--- src/include/acs_regs.vh ---
// Register indices, field positions and reset values of the converter selection block.
`ifndef ACS_REGS_VH
`define ACS_REGS_VH

// ----------------------------------------------------------------
// Register indices; the byte address is four times the index
// ----------------------------------------------------------------
`define ACS_IDX_DATA_LOW     8'h78
`define ACS_IDX_DATA_HIGH    8'h79
`define ACS_IDX_CTRL_A       8'h7A
`define ACS_IDX_CTRL_B       8'h7B
`define ACS_IDX_INPUT_SEL    8'h7C
`define ACS_IDX_INT_STATUS   8'h80
`define ACS_IDX_INT_MASK     8'h81

// ----------------------------------------------------------------
// Field positions
// ----------------------------------------------------------------
`define ACS_SEL_REF_HI       7
`define ACS_SEL_REF_LO       6
`define ACS_SEL_LEFT_ALIGN   5
`define ACS_CTLA_ENABLE      7
`define ACS_CTLA_START       6
`define ACS_CTLA_AUTO_TRIG   5
`define ACS_CTLA_DONE        4
`define ACS_CTLB_CMP_MUX     6
`define ACS_CTLB_CODE_HIGH   3
`define ACS_INT_DONE         0
`define ACS_INT_TRIG         1

// ----------------------------------------------------------------
// Reset values and masks
// ----------------------------------------------------------------
`define ACS_RST_INPUT_SEL    8'h00
`define ACS_RST_CTRL_A       8'h00
`define ACS_RST_CTRL_B       8'h00
`define ACS_CTLB_WR_MASK     8'h4F
`define ACS_INT_BITS_MASK    2'h3

// ----------------------------------------------------------------
// Reference selection codes and gain codes
// ----------------------------------------------------------------
`define ACS_REF_EXT_PIN      2'h0
`define ACS_REF_SUPPLY       2'h1
`define ACS_REF_INT_1V1      2'h2
`define ACS_REF_INT_2V56     2'h3
`define ACS_GAIN_1X          2'h0
`define ACS_GAIN_10X         2'h1
`define ACS_GAIN_200X        2'h2

`define ACS_RESP_OKAY        2'h0
`define ACS_RESP_SLVERR      2'h2

`endif

--- src/logic/acs_code_decode.v ---
// Decoder of the 6-bit channel/gain code into input routing.
`timescale 1ns/1ps
`include "acs_regs.vh"
module acs_code_decode (
  input  wire [5:0] code,
  output reg        code_valid,
  output reg        single_ended,
  output reg  [3:0] se_channel,
  output reg        sel_bandgap,
  output reg        sel_ground,
  output reg        differential,
  output reg  [3:0] pos_channel,
  output reg  [3:0] neg_channel,
  output reg  [1:0] gain
);

  always @* begin
    code_valid   = 1'b1;
    single_ended = 1'b0;
    se_channel   = 4'h0;
    sel_bandgap  = 1'b0;
    sel_ground   = 1'b0;
    differential = 1'b0;
    pos_channel  = 4'h0;
    neg_channel  = 4'h0;
    gain         = `ACS_GAIN_1X;
    case (code[5:3])
      3'h0: begin
        single_ended = 1'b1;
        se_channel   = {1'b0, code[2:0]};
      end
      3'h1: begin
        differential = 1'b1;
        pos_channel  = {2'h0, code[2], code[0]};
        neg_channel  = {2'h0, code[2], 1'b0};
        gain         = code[1] ? `ACS_GAIN_200X : `ACS_GAIN_10X;
      end
      3'h2: begin
        differential = 1'b1;
        pos_channel  = {1'b0, code[2:0]};
        neg_channel  = 4'h1;
      end
      3'h3: begin
        if (code[2:0] == 3'h6) begin
          sel_bandgap = 1'b1;
        end else if (code[2:0] == 3'h7) begin
          sel_ground = 1'b1;
        end else begin
          differential = 1'b1;
          pos_channel  = {1'b0, code[2:0]};
          neg_channel  = 4'h2;
        end
      end
      3'h4: begin
        single_ended = 1'b1;
        se_channel   = {1'b1, code[2:0]};
      end
      default: begin
        code_valid = 1'b0;
      end
    endcase
  end

endmodule // acs_code_decode

--- src/logic/acs_top.v ---
// AXI4-Lite register block selecting reference, alignment and input of a 10-bit converter.
`timescale 1ns/1ps
`include "acs_regs.vh"
module acs_top (
  input  wire        aclk,
  input  wire        aresetn,
  input  wire [11:0] s_axi_awaddr,
  input  wire        s_axi_awvalid,
  output wire        s_axi_awready,
  input  wire [31:0] s_axi_wdata,
  input  wire [3:0]  s_axi_wstrb,
  input  wire        s_axi_wvalid,
  output wire        s_axi_wready,
  output reg  [1:0]  s_axi_bresp,
  output reg         s_axi_bvalid,
  input  wire        s_axi_bready,
  input  wire [11:0] s_axi_araddr,
  input  wire        s_axi_arvalid,
  output wire        s_axi_arready,
  output reg  [31:0] s_axi_rdata,
  output reg  [1:0]  s_axi_rresp,
  output reg         s_axi_rvalid,
  input  wire        s_axi_rready,
  input  wire [7:0]  trigger_in,
  input  wire        core_done,
  input  wire [9:0]  core_result,
  output reg         conv_start,
  output wire        conv_busy,
  output reg         converter_enable,
  output reg  [2:0]  prescaler_select,
  output reg         comparator_mux_enable,
  output reg  [1:0]  reference_select,
  output reg         internal_ref_enable,
  output reg         code_valid,
  output reg         single_ended,
  output reg  [3:0]  se_channel,
  output reg         sel_bandgap,
  output reg         sel_ground,
  output reg         differential,
  output reg  [3:0]  pos_channel,
  output reg  [3:0]  neg_channel,
  output reg  [1:0]  gain,
  output wire        irq
);

  // ----------------------------------------------------------------
  // Functions
  // ----------------------------------------------------------------
  // Sticky flag update; a set in the same cycle as a clear wins.
  function flag_next;
    input cur;
    input set;
    input clr;
    begin
      flag_next = set | (cur & ~clr);
    end
  endfunction

  // ----------------------------------------------------------------
  // Storage
  // ----------------------------------------------------------------
  reg        aw_held_r;
  reg [7:0]  aw_idx_r;
  reg        w_held_r;
  reg [7:0]  w_data_r;
  reg        w_strb_r;
  reg [1:0]  sw_ref_r;
  reg        left_align_r;
  reg [4:0]  sw_code_low_r;
  reg        sw_code_high_r;
  reg [2:0]  trig_src_r;
  reg        auto_trig_r;
  reg        done_flag_r;
  reg        busy_r;
  reg [9:0]  result_r;
  reg [1:0]  int_status_r;
  reg [1:0]  int_mask_r;
  reg        trig_prev_r;
  reg [5:0]  act_code_r;

  wire       wr_fire;
  wire       rd_fire;
  wire       wr_en;
  wire       trig_sel;
  wire       trig_rise;
  wire       sw_start;
  wire       start_now;
  wire       hold_sel;
  wire [1:0] ref_nxt;
  wire [5:0] code_nxt;
  wire       dec_valid;
  wire       dec_se;
  wire [3:0] dec_se_ch;
  wire       dec_bg;
  wire       dec_gnd;
  wire       dec_diff;
  wire [3:0] dec_pos;
  wire [3:0] dec_neg;
  wire [1:0] dec_gain;
  reg  [7:0] rd_byte;
  reg        rd_hit;

  // ----------------------------------------------------------------
  // Write channel handshake
  // ----------------------------------------------------------------
  assign s_axi_awready = ~aw_held_r;
  assign s_axi_wready  = ~w_held_r;
  assign wr_fire       = aw_held_r & w_held_r & ~s_axi_bvalid;
  assign wr_en         = wr_fire & w_strb_r;

  always @(posedge aclk) begin
    if (!aresetn) begin
      aw_held_r    <= 1'b0;
      aw_idx_r     <= 8'h00;
      w_held_r     <= 1'b0;
      w_data_r     <= 8'h00;
      w_strb_r     <= 1'b0;
      s_axi_bvalid <= 1'b0;
      s_axi_bresp  <= `ACS_RESP_OKAY;
    end else begin
      if (s_axi_awvalid && !aw_held_r) begin
        aw_held_r <= 1'b1;
        aw_idx_r  <= s_axi_awaddr[9:2];
      end else if (wr_fire) begin
        aw_held_r <= 1'b0;
      end
      if (s_axi_wvalid && !w_held_r) begin
        w_held_r <= 1'b1;
        w_data_r <= s_axi_wdata[7:0];
        w_strb_r <= s_axi_wstrb[0];
      end else if (wr_fire) begin
        w_held_r <= 1'b0;
      end
      if (wr_fire) begin
        s_axi_bvalid <= 1'b1;
        case (aw_idx_r)
          `ACS_IDX_DATA_LOW, `ACS_IDX_DATA_HIGH, `ACS_IDX_CTRL_A, `ACS_IDX_CTRL_B,
          `ACS_IDX_INPUT_SEL, `ACS_IDX_INT_STATUS, `ACS_IDX_INT_MASK: begin
            s_axi_bresp <= `ACS_RESP_OKAY;
          end
          default: begin
            s_axi_bresp <= `ACS_RESP_SLVERR;
          end
        endcase
      end else if (s_axi_bready) begin
        s_axi_bvalid <= 1'b0;
      end
    end
  end

  // ----------------------------------------------------------------
  // Conversion sequencing
  // ----------------------------------------------------------------
  // selected trigger edge
  assign trig_sel  = trigger_in[trig_src_r];
  assign trig_rise = trig_sel & ~trig_prev_r;
  assign sw_start  = wr_en && (aw_idx_r == `ACS_IDX_CTRL_A) && w_data_r[`ACS_CTLA_START];
  assign start_now = converter_enable & ~busy_r & (sw_start | (auto_trig_r & trig_rise));
  assign conv_busy = busy_r;

  assign hold_sel = busy_r & ~core_done;
  assign ref_nxt  = hold_sel ? reference_select : sw_ref_r;
  assign code_nxt = hold_sel ? act_code_r : {sw_code_high_r, sw_code_low_r};

  acs_code_decode u_decode (
    .code         (code_nxt),
    .code_valid   (dec_valid),
    .single_ended (dec_se),
    .se_channel   (dec_se_ch),
    .sel_bandgap  (dec_bg),
    .sel_ground   (dec_gnd),
    .differential (dec_diff),
    .pos_channel  (dec_pos),
    .neg_channel  (dec_neg),
    .gain         (dec_gain)
  );

  // ----------------------------------------------------------------
  // Registers and converter state
  // ----------------------------------------------------------------
  always @(posedge aclk) begin
    if (!aresetn) begin
      sw_ref_r              <= 2'h0;
      left_align_r          <= 1'b0;
      sw_code_low_r         <= 5'h00;
      sw_code_high_r        <= 1'b0;
      trig_src_r            <= 3'h0;
      comparator_mux_enable <= 1'b0;
      auto_trig_r           <= 1'b0;
      converter_enable      <= 1'b0;
      prescaler_select      <= 3'h0;
      done_flag_r           <= 1'b0;
      busy_r                <= 1'b0;
      result_r              <= 10'h000;
      int_status_r          <= 2'h0;
      int_mask_r            <= 2'h0;
      trig_prev_r           <= 1'b0;
      conv_start            <= 1'b0;
      act_code_r            <= 6'h00;
      reference_select      <= `ACS_REF_EXT_PIN;
      internal_ref_enable   <= 1'b0;
      code_valid            <= 1'b1;
      single_ended          <= 1'b1;
      se_channel            <= 4'h0;
      sel_bandgap           <= 1'b0;
      sel_ground            <= 1'b0;
      differential          <= 1'b0;
      pos_channel           <= 4'h0;
      neg_channel           <= 4'h0;
      gain                  <= `ACS_GAIN_1X;
    end else begin
      trig_prev_r <= trig_sel;
      conv_start  <= start_now;
      if (wr_en && aw_idx_r == `ACS_IDX_INPUT_SEL) begin
        sw_ref_r      <= w_data_r[`ACS_SEL_REF_HI:`ACS_SEL_REF_LO];
        left_align_r  <= w_data_r[`ACS_SEL_LEFT_ALIGN];
        sw_code_low_r <= w_data_r[4:0];
      end
      if (wr_en && aw_idx_r == `ACS_IDX_CTRL_B) begin
        comparator_mux_enable <= w_data_r[`ACS_CTLB_CMP_MUX];
        sw_code_high_r        <= w_data_r[`ACS_CTLB_CODE_HIGH];
        trig_src_r            <= w_data_r[2:0];
      end
      if (wr_en && aw_idx_r == `ACS_IDX_CTRL_A) begin
        converter_enable <= w_data_r[`ACS_CTLA_ENABLE];
        auto_trig_r      <= w_data_r[`ACS_CTLA_AUTO_TRIG];
        prescaler_select <= w_data_r[2:0];
      end
      if (wr_en && aw_idx_r == `ACS_IDX_INT_MASK) begin
        int_mask_r <= w_data_r[1:0] & `ACS_INT_BITS_MASK;
      end
      // Turning the converter off abandons a running conversion.
      if (start_now) begin
        busy_r <= 1'b1;
      end else if (core_done || !converter_enable) begin
        busy_r <= 1'b0;
      end
      if (busy_r && core_done) begin
        result_r <= core_result;
      end
      done_flag_r <= flag_next(done_flag_r, busy_r & core_done,
                               wr_en && aw_idx_r == `ACS_IDX_CTRL_A &&
                               w_data_r[`ACS_CTLA_DONE]);
      int_status_r[`ACS_INT_DONE] <= flag_next(int_status_r[`ACS_INT_DONE],
                                    busy_r & core_done,
                                    wr_en && aw_idx_r == `ACS_IDX_INT_STATUS &&
                                    w_data_r[`ACS_INT_DONE]);
      int_status_r[`ACS_INT_TRIG] <= flag_next(int_status_r[`ACS_INT_TRIG],
                                    start_now & ~sw_start,
                                    wr_en && aw_idx_r == `ACS_IDX_INT_STATUS &&
                                    w_data_r[`ACS_INT_TRIG]);
      act_code_r          <= code_nxt;
      reference_select    <= ref_nxt;
      internal_ref_enable <= (ref_nxt == `ACS_REF_INT_1V1) || (ref_nxt == `ACS_REF_INT_2V56);
      code_valid          <= dec_valid;
      single_ended        <= dec_se;
      se_channel          <= dec_se_ch;
      sel_bandgap         <= dec_bg;
      sel_ground          <= dec_gnd;
      differential        <= dec_diff;
      pos_channel         <= dec_pos;
      neg_channel         <= dec_neg;
      gain                <= dec_gain;
    end
  end

  assign irq = |(int_status_r & int_mask_r);

  // ----------------------------------------------------------------
  // Read path
  // ----------------------------------------------------------------
  assign s_axi_arready = ~s_axi_rvalid;
  assign rd_fire       = s_axi_arvalid & ~s_axi_rvalid;

  always @* begin
    rd_byte = 8'h00;
    rd_hit  = 1'b1;
    case (s_axi_araddr[9:2])
      `ACS_IDX_DATA_LOW: begin
        rd_byte = left_align_r ? {result_r[1:0], 6'h00} : result_r[7:0];
      end
      `ACS_IDX_DATA_HIGH: begin
        rd_byte = left_align_r ? result_r[9:2] : {6'h00, result_r[9:8]};
      end
      `ACS_IDX_CTRL_A: begin
        rd_byte = {converter_enable, busy_r, auto_trig_r, done_flag_r,
                   1'b0, prescaler_select};
      end
      `ACS_IDX_CTRL_B: begin
        rd_byte = {1'b0, comparator_mux_enable, 2'h0, sw_code_high_r, trig_src_r}
                  & `ACS_CTLB_WR_MASK;
      end
      `ACS_IDX_INPUT_SEL: begin
        rd_byte = {sw_ref_r, left_align_r, sw_code_low_r};
      end
      `ACS_IDX_INT_STATUS: begin
        rd_byte = {6'h00, int_status_r};
      end
      `ACS_IDX_INT_MASK: begin
        rd_byte = {6'h00, int_mask_r};
      end
      default: begin
        rd_hit = 1'b0;
      end
    endcase
  end

  always @(posedge aclk) begin
    if (!aresetn) begin
      s_axi_rvalid <= 1'b0;
      s_axi_rdata  <= 32'h00000000;
      s_axi_rresp  <= `ACS_RESP_OKAY;
    end else if (rd_fire) begin
      s_axi_rvalid <= 1'b1;
      s_axi_rdata  <= {24'h000000, rd_byte};
      s_axi_rresp  <= rd_hit ? `ACS_RESP_OKAY : `ACS_RESP_SLVERR;
    end else if (s_axi_rready) begin
      s_axi_rvalid <= 1'b0;
    end
  end

endmodule // acs_top

--- config.mk ---
export PLATFORM = sky130hd
export DESIGN_NAME = acs_top
export DESIGN_NICKNAME = d
export VERILOG_FILES = /design/src/logic/acs_code_decode.v /design/src/logic/acs_top.v
export VERILOG_INCLUDE_DIRS = /design/src /design/src/include
export SDC_FILE = /design/constraint.sdc
export NUM_CORES = 1
export LEC_CHECK = 0
export BUFFER_PORTS_ARGS = -buffer_cell sky130_fd_sc_hd__buf_2
export CAP_MARGIN = 0
export CORE_MARGIN = 3
export CORE_UTILIZATION = 52
export CTS_CLUSTER_DIAMETER = 60
export DETAILED_ROUTE_END_ITERATION = 12
export HOLD_SLACK_MARGIN = 0.02
export PLACE_DENSITY = 0.85
export SYNTH_ARGS = -nofsm -noshare
export SYNTH_HDL_FRONTEND = slang
export SYNTH_SLANG_ARGS = --single-unit
--- constraint.sdc ---
create_clock -name aclk -period 3.5 [get_ports aclk]
set_input_delay 0 -clock aclk [delete_from_list [all_inputs] [get_ports aclk]]
set_output_delay 0 -clock aclk [all_outputs]
set_load 0.005 [all_outputs]
=== Word-level counts from Yosys, hierarchy flattened ===
Index checks and enable logic that the tools add are counted.

* Reductions and logical operators: 32
* Magnitude comparators: 1
* Eq/ne operators: 22
* Bitwise logic cells: 32
* Muxes and demuxes: 34

{| class="wikitable"
|+ Operators with widths
! operator !! count
|-
| 8-bit by 7-bit equality test with 1-bit output (second input constant) || 10
|-
| 8-bit one-hot mux with 7 select lines || 1
|-
| 8-bit equality test (second input constant) || 4
|-
| 4-bit one-hot mux with 3 select lines || 2
|-
| 1-bit 2-to-1 mux || 17
|-
| 8-bit 2-to-1 mux || 2
|-
| 1-bit AND || 14
|-
| 7-bit OR reduction || 2
|-
| 1-bit inverter || 13
|-
| 1-bit logical AND || 12
|-
| 2-bit 2-to-1 mux || 5
|-
| 2-bit nonzero test || 5
|-
| 3-bit equality test (second input constant) || 3
|-
| 4-bit 2-to-1 mux || 2
|-
| 4-bit one-hot mux with 2 select lines || 1
|-
| 3-bit by 2-bit equality test with 1-bit output (second input constant) || 2
|-
| 6-bit 2-to-1 mux || 1
|-
| 2-bit OR reduction || 3
|-
| 5-bit OR reduction || 1
|-
| 2-bit equality test (second input constant) || 2
|-
| 3-bit by 4-bit less-than comparator with 1-bit output (second input constant) || 1
|-
| 1-bit bitwise OR || 4
|-
| 2-bit AND reduction || 2
|-
| 1-bit binary-select mux with 3-bit select || 1
|-
| other kinds (8) || 11
|}

* Output and inout port bits: 71
* Bits of input ports: 86
* Word-level logic and storage cells: 159
* Register bits after elaboration: 97

=== Longest topological paths before layout ===
Gate-level depths: netlist (run 1).

* Depth after elaboration: 9
* Gate-level depth with buffers: 7
* Mapped depth without buffers: 5

=== Modules after synthesis ===
From an unflattened synthesis (run 1), not the netlist that was laid out.

* Cells, all modules: 478
* Area, all modules: 4,393.0 um^2

{| class="wikitable"
|+ By module, submodules not included
! module !! cells an instance !! area an instance (um^2) !! seq. area each (um^2) !! times used
|-
| acs_top || 445 || 4,180.3 || 1,881.8 || 1
|-
| acs_code_decode || 33 || 212.7 || 0.0 || 1
|}

=== Least setup slack after synthesis (run 1) ===
OpenSTA, ideal clock, no wires.

* Path kind: reg-to-reg
* Start point: reg busy_r, in the netlist conv_busy
* End point: reg pos_channel[1]
* Data required time: 3.428 ns
* Cell stages (with the launch flop): 7
* Clock period less this slack: 1.636 ns
* Path buffers: 1
* Library setup time: 0.072 ns
* Path slack: 1.864 ns
* Arrival time: 1.564 ns
* Cells stage by stage: dfxtp_1 nor2b_4 buf_12 mux2i_2 nor2_1 or3_1 a21oi_1

* Word-level cells in the longest chain between the ends: 6
* Elaborated cells between the ends (all ways): 10
* Those cells by class: 5 x eq/ne; 4 x mux; 1 x bitwise

{| class="wikitable"
|+ RTL lines
! what !! line !! source
|-
| start, declared || acs_top.v:74 || <nowiki>reg busy_r;</nowiki>
|-
| start signal, assigned || acs_top.v:193 || <nowiki>busy_r <= 1'b0;</nowiki>
|-
| start signal, assigned || acs_top.v:234 || <nowiki>busy_r <= 1'b1;</nowiki>
|-
| start signal, assigned || acs_top.v:236 || <nowiki>busy_r <= 1'b0;</nowiki>
|-
| 1-bit AND * || acs_top.v:161 || <nowiki>assign hold_sel = busy_r & ~core_done;</nowiki>
|-
| 6-bit 2-to-1 mux * || acs_top.v:163 || <nowiki>assign code_nxt = hold_sel ? act_code_r : {sw_code_high_r, sw_code_low_r};</nowiki>
|-
| 3-bit equality test || acs_code_decode.v:46 || <nowiki>end else if (code[2:0] == 3'h7) begin</nowiki>
|-
| 3-bit 2-to-1 mux || acs_code_decode.v:46 ||
|-
| 4-bit 2-to-1 mux || acs_code_decode.v:44 || <nowiki>if (code[2:0] == 3'h6) begin</nowiki>
|-
| 4-bit one-hot mux with 3 select lines * || acs_code_decode.v:27 || <nowiki>case (code[5:3])</nowiki>
|-
| end signal, assigned || acs_top.v:261 || <nowiki>pos_channel <= dec_pos;</nowiki>
|-
| end, declared || acs_top.v:40 || <nowiki>output reg [3:0] pos_channel,</nowiki>
|}

Mark *: on every way between the ends. The rest lies on a longest branch, timed or not.
A chain may end at the register's enable or synchronous reset.

=== Worst setup path after layout (run 1) ===
* Start point: reg busy_r, in the netlist conv_busy
* End point: reg neg_channel[1]

* Word-level cells in the longest chain between the ends: 6
* Elaborated cells between the ends (all ways): 10
* Those cells by class: 5 x eq/ne; 4 x mux; 1 x bitwise

{| class="wikitable"
|+ RTL lines
! what !! line !! source
|-
| 1-bit AND * || acs_top.v:161 ||
|-
| 6-bit 2-to-1 mux * || acs_top.v:163 ||
|-
| 3-bit equality test || acs_code_decode.v:46 ||
|-
| 2-bit 2-to-1 mux || acs_code_decode.v:46 ||
|-
| 4-bit 2-to-1 mux || acs_code_decode.v:44 ||
|-
| 4-bit one-hot mux with 3 select lines * || acs_code_decode.v:27 ||
|-
| end signal, assigned || acs_top.v:262 || <nowiki>neg_channel <= dec_neg;</nowiki>
|-
| end, declared || acs_top.v:41 || <nowiki>output reg [3:0] neg_channel,</nowiki>
|}

Marks and branches as above.

==> reports/qor.csv, run 1 <==
stage;metric;value;unit
run_status;status;finished clean;
timing;Worst-Margin Slew;1.06;ns
clock_tree;total CTS buffers;9;
synth;Yosys top cell area share;0.454;
clock_tree;Root Driver;clkbuf_8;
floorplanning;chip height;93.8;um
synth;Yosys cell types;51;
synth;top cells by count, synth;91 x dfxtp_1, 74 x nand2_1, 51 x nor2_1;
synth;Mapped Area;0.00401;mm2
setup_path;RR Startpoint;conv_busy$_SDFFE_PN0P_;
synth;Yosys warnings;0;
synth;sequential share of the synthesized area;0.454;
placed_design;post-DP HPWL;6930;um
synth;Synth Flop Type;dfxtp_1;
timing;clock skew;0.0119;ns
layout;Area growth syn-to-layout;20.9;%
layout;Util after Layout;0.658;
floorplanning;core box area;0.00737;mm2
global_route;vias in the first global route;3261;
route;DR WL/cell;14.3;um
setup_path;Max FO, Critical Path;11;
route;1st-iter DRT viols;280;
layout;antenna cells;0;
route;final wirelength;9720;um
synth;top cell type by total area after synthesis;dfxtp_1;
hold_path;Hold Path Cell Cnt;4;
timing;RSZ-0062 raised after global routing;no;
setup_path;nature of the critical path endpoint;flip-flop;
setup_path;reg2reg setup slack;1.18;ns
floorplanning;Core Rows;31;
synth;most numerous cell in the Yosys netlist;dfxtp_1;
setup_path;CP Data Required Time;3.75;ns
timing;Slew Viols, Final;0;
timing;Period Utilization, post-route;0.662;
setup_path;WP buf/inv;0;
setup_path;Crit path largest cell delay;0.68;ns
setup_path;worst setup path start;conv_busy$_SDFFE_PN0P_;
hold_path;Hold Startpoint;s_axi_araddr[9];
synth;Syn Area/Cell;8.61;um2
timing;fin crit period;2.32;ns
pwr;Tot Pwr;1860;uW
placed_design;Port Buf Inserts;92;
route;via count;3530;
setup_path;Critical Path AT;2.56;ns
timing;Max Clock Freq;431;MHz
setup_path;Critical-path top delay cell;mux2i_1;
hold_path;Worst Hold End;s_axi_rdata[6]$_SDFFE_PN0P_;
clock_tree;clk_lat worst skew;0.36;ns
hold_path;Worst Hold Class;in -> reg;
synth;asr flop ratio synth;0;
floorplanning;initial core utilization;0.544;
clock_tree;maximum level of the CTS H-tree;3;
synth;EDFF count, synth;0;
setup_path;Worst setup SP type;flip-flop;
global_route;largest net degree at the start of global routing;65;
route;Pre-antenna DRT Iters;5;
route;DRC;0;
layout;Layout Nets;662;
timing;Relative slew margins;0.291;
route;via-per-instance ratio;5.19;
pwr;P_leak;0.00210;uW
clock_tree;clk buf depth;2;
global_route;GRT Util Overall;0.223;
clock_tree;postcts setup bufs;0;
layout;Filler cells;623;
run;max-cap viol count;0;
placed_design;gp weighted congestion;0.856;
timing;endpoints failing setup;0;
layout;fraction of layout cells with a size suffix above 1;0.205;
timing;final setup TNS;0;ns
floorplanning;die width;93.8;um
setup_path;crit-path leading delay family;multiplexers;
synth;#FFs+latches synth;91;
setup_path;WS Path Type;reg -> reg;
clock_tree;clk sinks;91;
timing;final hold violations;0;
floorplanning;die area;0.00880;mm2
synth;top cells by area, synth;dfxtp_1 45%, mux2i_1 8.0%, nand2_1 6.9%;
pwr;worst vdd ir;0.186;mV
setup_path;cell count along the critical path;4;
clock_tree;Worst-path clk slew;0.09;ns
pwr;Power Dens Cells;385;mW/mm2
setup_path;worst r2r dst;neg_channel[1]$_SDFF_PN0_;
setup_path;worst path cell trace;nor2b_4, mux2i_1, nor3_1, a2111oi_0;
global_route;total grt overflow;0;
floorplanning;Top Ports;157;
global_route;global-route wire length before repair;15500;um
clock_tree;CTS tree;done;
global_route;initial antenna violation count;0;
setup_path;FF-to-FF path depth;4;
synth;cell count after synthesis;466;
route;Routed Antenna Nets;0;
==> where the power goes <==
group / leakage (uW) / internal [uW] / switching [uW]
sequential: 0.000737 / 1050 / 19.3
clock: 0.0000877 / 266 / 374
combinational: 0.00128 / 72.5 / 80.1
total: 0.00210 / 1390 / 473
==> cells by family after synthesis <==
| family | after synthesis | share of synthesized area |
|---|---|---|
| buffers and inverters | 64 | 0.0955 |
| other | 1 | 0.000935 |
| AO/OA/AOI/OAI | 77 | 0.111 |
| flip-flops | 91 | 0.454 |
| multiplexers | 41 | 0.112 |
| AND/OR/NAND/NOR | 192 | 0.226 |
==> state kept, by name (all words and copies together) (netlist names), 3 cells and up, named ones only <==
signal            flops
trig_src_r            3
pos_channel           3
aw_idx_r              8
act_code_r            6
result_r             10
se_channel            4
prescaler_select      3
s_axi_rdata           8
sw_code_low_r         5
w_data_r              8
==> per-layer routing <==
metal,share of wire,track usage,routed length (um)
met3,0.083,0.0361,806
met4,0.020,0.0927,195
met5,0,0,0
met2,0.47,0.367,4550
met1,0.43,0.290,4170
==> worst max-delay path by stage <==
stage,end,slack (ns)
after detailed placement,neg_channel[1]$_SDFF_PN0_,1.24
after global placement,neg_channel[1]$_SDFF_PN0_,1.31
after global routing,neg_channel[1]$_SDFF_PN0_,0.88
after floorplan,pos_channel[1]$_SDFF_PN0_,1.86
after CTS,neg_channel[1]$_SDFF_PN0_,1.22
final,neg_channel[1]$_SDFF_PN0_,1.18
==> per-stage QoR <==
step                instance area (um2)  hold WS, ns  worst slack, ns  std cells
finish                             4850       0.0482             1.18        680
global route                       4850       0.0846            0.879        680
CTS                                4850       0.0275             1.22        680
detailed placement                 4360        0.243             1.24        633
global placement                   4360        0.226             1.31        633
floorplan                          4120        0.116             1.86        494
==> worst register-to-register path: stages (launching register included) <==
cell and delay (ns):
dfxtp_1 0.50, nor2b_4 0.42, mux2i_1 0.68, nor3_1 0.21
a2111oi_0 0.40
==> cell usage in the layout (no fill, tap or decap), types with 5 or more instances in the layout <==
cell type      instances
dlygate4sd3_1         31
inv_1                 11
dfxtp_1               91
and3_1                 5
nand2_1               74
a21oi_1               41
mux2_2                 5
mux2i_1               32
nor2b_1                8
clkbuf_8               9
nand3b_1               5
nor3_1                 7
conb_1                29
nor2_1                51
buf_2                 92
o21ai_0               17
nand3_1               14
nand2b_1               6
==> layout make-up <==
type | instances | area, um2 | area share
Multi-Input combinational cell | 339 | 1910 | 0.394
Inverter | 12 | 45.0 | 0.00929
Timing Repair Buffer | 123 | 771 | 0.159
Clock buffer | 10 | 128 | 0.0263
Clock inverter | 6 | 47.5 | 0.00981
Tap cell | 99 | 124 | 0.0256
Sequential cell | 91 | 1820 | 0.376
==> repair_timing <==
action	CTS	global route
hold endpoints to repair	31	0
hold buffers	31	0
resized for setup	0	0
Power figures use the tool's default switching activity.
==> run 2: changes to the inputs <==
- ABC_AREA: not set -> 1
- CORE_UTILIZATION: 52 -> 49
- PLACE_DENSITY: 0.85 -> 0.8
- clock period: 3.5 -> 2.2 ns (I/O delays scaled with it)
==> reports/qor.csv, run 2 <==
stage;metric;value;unit;change
clock_tree;Root Driver;clkbuf_8;;
timing;Slew Viols, Final;0;;unchanged
floorplanning;die width;98.7;um;+5.2%
global_route;initial antenna violation count;0;;unchanged
global_route;largest net degree at the start of global routing;47;;-28%
pwr;P_leak;0.00237;uW;+13%
layout;commonest non-fill, non-tap cell in the layout;nand2_1;;
route;1st-iter DRT viols;277;;-1.1%
pwr;Power Dens Cells;609;mW/mm2;+58%
setup_path;CP Data Required Time;2.42;ns;-1.33 ns
route;Pre-antenna DRT Iters;5;;unchanged
clock_tree;postcts setup bufs;0;;unchanged
global_route;GRT Util Overall;0.229;;+0.00562
route;via-per-instance ratio;5.12;;-1.4%
synth;top cells by count, synth;105 x nand2_1, 102 x nor2_1, 91 x dfxtp_1;;
setup_path;FF-to-FF path depth;7;;+3
synth;top cells by area, synth;dfxtp_1 43%, nand2_1 9.4%, nor2_1 9.1%;;
floorplanning;die area;0.00973;mm2;+11%
clock_tree;maximum level of the CTS H-tree;3;;unchanged
hold_path;Hold Path Cell Cnt;5;;+1
layout;Layout Nets;798;;+21%
setup_path;Worst setup SP type;flip-flop;;
placed_design;gp weighted congestion;0.854;;-0.16%
timing;Max Clock Freq;553;MHz;+28%
timing;Worst-Margin Slew;0.746;ns;-0.317 ns
clock_tree;clk buf depth;2;;unchanged
timing;fin crit period;1.81;ns;-0.510 ns
layout;max FFs per register;10;;unchanged
setup_path;Critical Path AT;2.03;ns;-0.53 ns
layout;Filler cells;741;;+19%
synth;Yosys warnings;0;;unchanged
synth;Synth Flop Type;dfxtp_1;;
clock_tree;clk sinks;91;;unchanged
timing;clock skew;0.0146;ns;+0.00271 ns
clock_tree;Worst-path clk slew;0.09;ns;about the same
global_route;total grt overflow;0;;unchanged
floorplanning;core box area;0.00826;mm2;+12%
synth;top cell type by total area after synthesis;dfxtp_1;;
hold_path;Worst Hold Class;in -> reg;;
floorplanning;initial core utilization;0.510;;-0.0346
route;DR WL/cell;13.7;um;-4.5%
clock_tree;CTS tree;done;;
route;met2 WL post-DR;5640;um;+24%
pwr;worst vdd ir;0.452;mV;+140%
synth;most numerous cell in the Yosys netlist;nand2_1;;
global_route;vias in the first global route;3997;;+23%
clock_tree;Hold Buf Count CTS;32;;+3.2%
route;top routing layer in use;met4;;
clock_tree;clk_lat worst skew;0.36;ns;about the same
run;max-cap viol count;0;;unchanged
route;final wirelength;11200;um;+15%
synth;Mapped Area;0.00421;mm2;+4.9%
run_status;status;finished clean;;
synth;cell count after synthesis;595;;+28%
route;DRC;0;;unchanged
setup_path;Max FO, Critical Path;13;;+2
layout;commonest cells after routing, fill and taps aside;105 x nand2_1, 102 x nor2_1, 92 x buf_2;;
timing;final hold violations;0;;unchanged
setup_path;nature of the critical path endpoint;flip-flop;;
timing;endpoints failing setup;0;;unchanged
route;met1 WL;4630;um;+11%
placed_design;Port Buf Inserts;92;;unchanged
route;via count;4203;;+19%
floorplanning;Top Ports;157;;unchanged
timing;Period Utilization, post-route;0.822;;+0.160
floorplanning;Core Rows;33;;+6.5%
route;Routed Antenna Nets;0;;unchanged
route;metal3 WL;774;um;-4.0%
synth;Yosys top cell area share;0.433;;-0.0213
synth;EDFF count, synth;0;;unchanged
timing;RSZ-0062 raised after global routing;no;;
floorplanning;chip height;98.7;um;+5.2%
layout;Area growth syn-to-layout;21.6;%;
layout;largest register by flop count;result_r;;
timing;Relative slew margins;0.502;;+0.212
placed_design;post-DP HPWL;7900;um;+14%
layout;antenna cells;0;;unchanged
setup_path;WS Path Type;reg -> reg;;
synth;#FFs+latches synth;91;;unchanged
layout;fraction of layout cells with a size suffix above 1;0.187;;-0.0177
synth;Yosys cell types;34;;-33%
synth;asr flop ratio synth;0;;unchanged
synth;sequential share of the synthesized area;0.433;;-0.0213
synth;Syn Area/Cell;7.07;um2;-18%
global_route;global-route wire length before repair;18200;um;+17%
clock_tree;total CTS buffers;9;;unchanged
layout;Util after Layout;0.620;;-0.0380
clock_tree;post_cts resized;0;;unchanged
timing;final setup TNS;0;ns;unchanged
==> run 2: report_power, final <==
part           total (uW)  internal, uW  switching (uW)  leakage (uW)
Sequential           1720          1680            34.5      0.000739
Combinational         275           119             156       0.00154
Clock                1120           528             595     0.0000971
==> run 2: per-layer routing <==
layer | track usage | up-vias
met3 | 0.0623 | 15
met1 | 0.275 | 1929
met4 | 0.0672 | 0
met5 | 0 | -
li1 | - | 2097
met2 | 0.400 | 162
==> run 2: worst paths after layout <==
kind / from / end / slack [ns]
max: conv_busy$_SDFFE_PN0P_ / differential$_SDFF_PN0_ / 0.39
max reg2reg: conv_busy$_SDFFE_PN0P_ / differential$_SDFF_PN0_ / 0.39
min reg2reg: s_axi_rdata[1]$_SDFFE_PN0P_ / s_axi_rdata[1]$_SDFFE_PN0P_ / 0.47
min: trigger_in[7] / trig_prev_r$_SDFF_PN0_ / 0.03
==> run 2: layout make-up <==
cell class                      instances  area, um2  share of cell area
Clock inverter                          5       61.3              0.0120
Tap cell                              105        131              0.0257
Inverter                               58        218              0.0425
Timing Repair Buffer                  128        811               0.158
Sequential cell                        91       1820               0.356
Clock buffer                           10        128              0.0249
Multi-Input combinational cell        424       1950               0.380
==> run 2: kinds of logic after synthesis <==
logic type,Yosys count,share of synthesized area
buffers and inverters,108,0.129
AO/OA/AOI/OAI,99,0.128
flip-flops,91,0.433
AND/OR/NAND/NOR,296,0.309
other,1,0.000891
==> run 2: per-stage QoR <==
stage / setup WS (ns) / hold slack (ns) / instances / area [um2] / power (uW)
floorplan: 0.872 / 0.135 / 623 / 4310 / 1920
global placement: 0.584 / 0.222 / 774 / 4610 / 1970
detailed placement: 0.466 / 0.226 / 774 / 4610 / 1980
CTS: 0.430 / 0.0286 / 821 / 5120 / 3120
global route: 0.268 / 0.0994 / 821 / 5120 / 3240
finish: 0.392 / 0.0308 / 821 / 5120 / 3120
==> run 2: critical path, stage by stage (launching register included) <==
cell and delay (ns):
dfxtp_1 0.47, nand2_2 0.26, o21ai_2 0.36, inv_1 0.17
nand3_1 0.14, nand2_1 0.07, a21oi_2 0.14, nor2_1 0.05
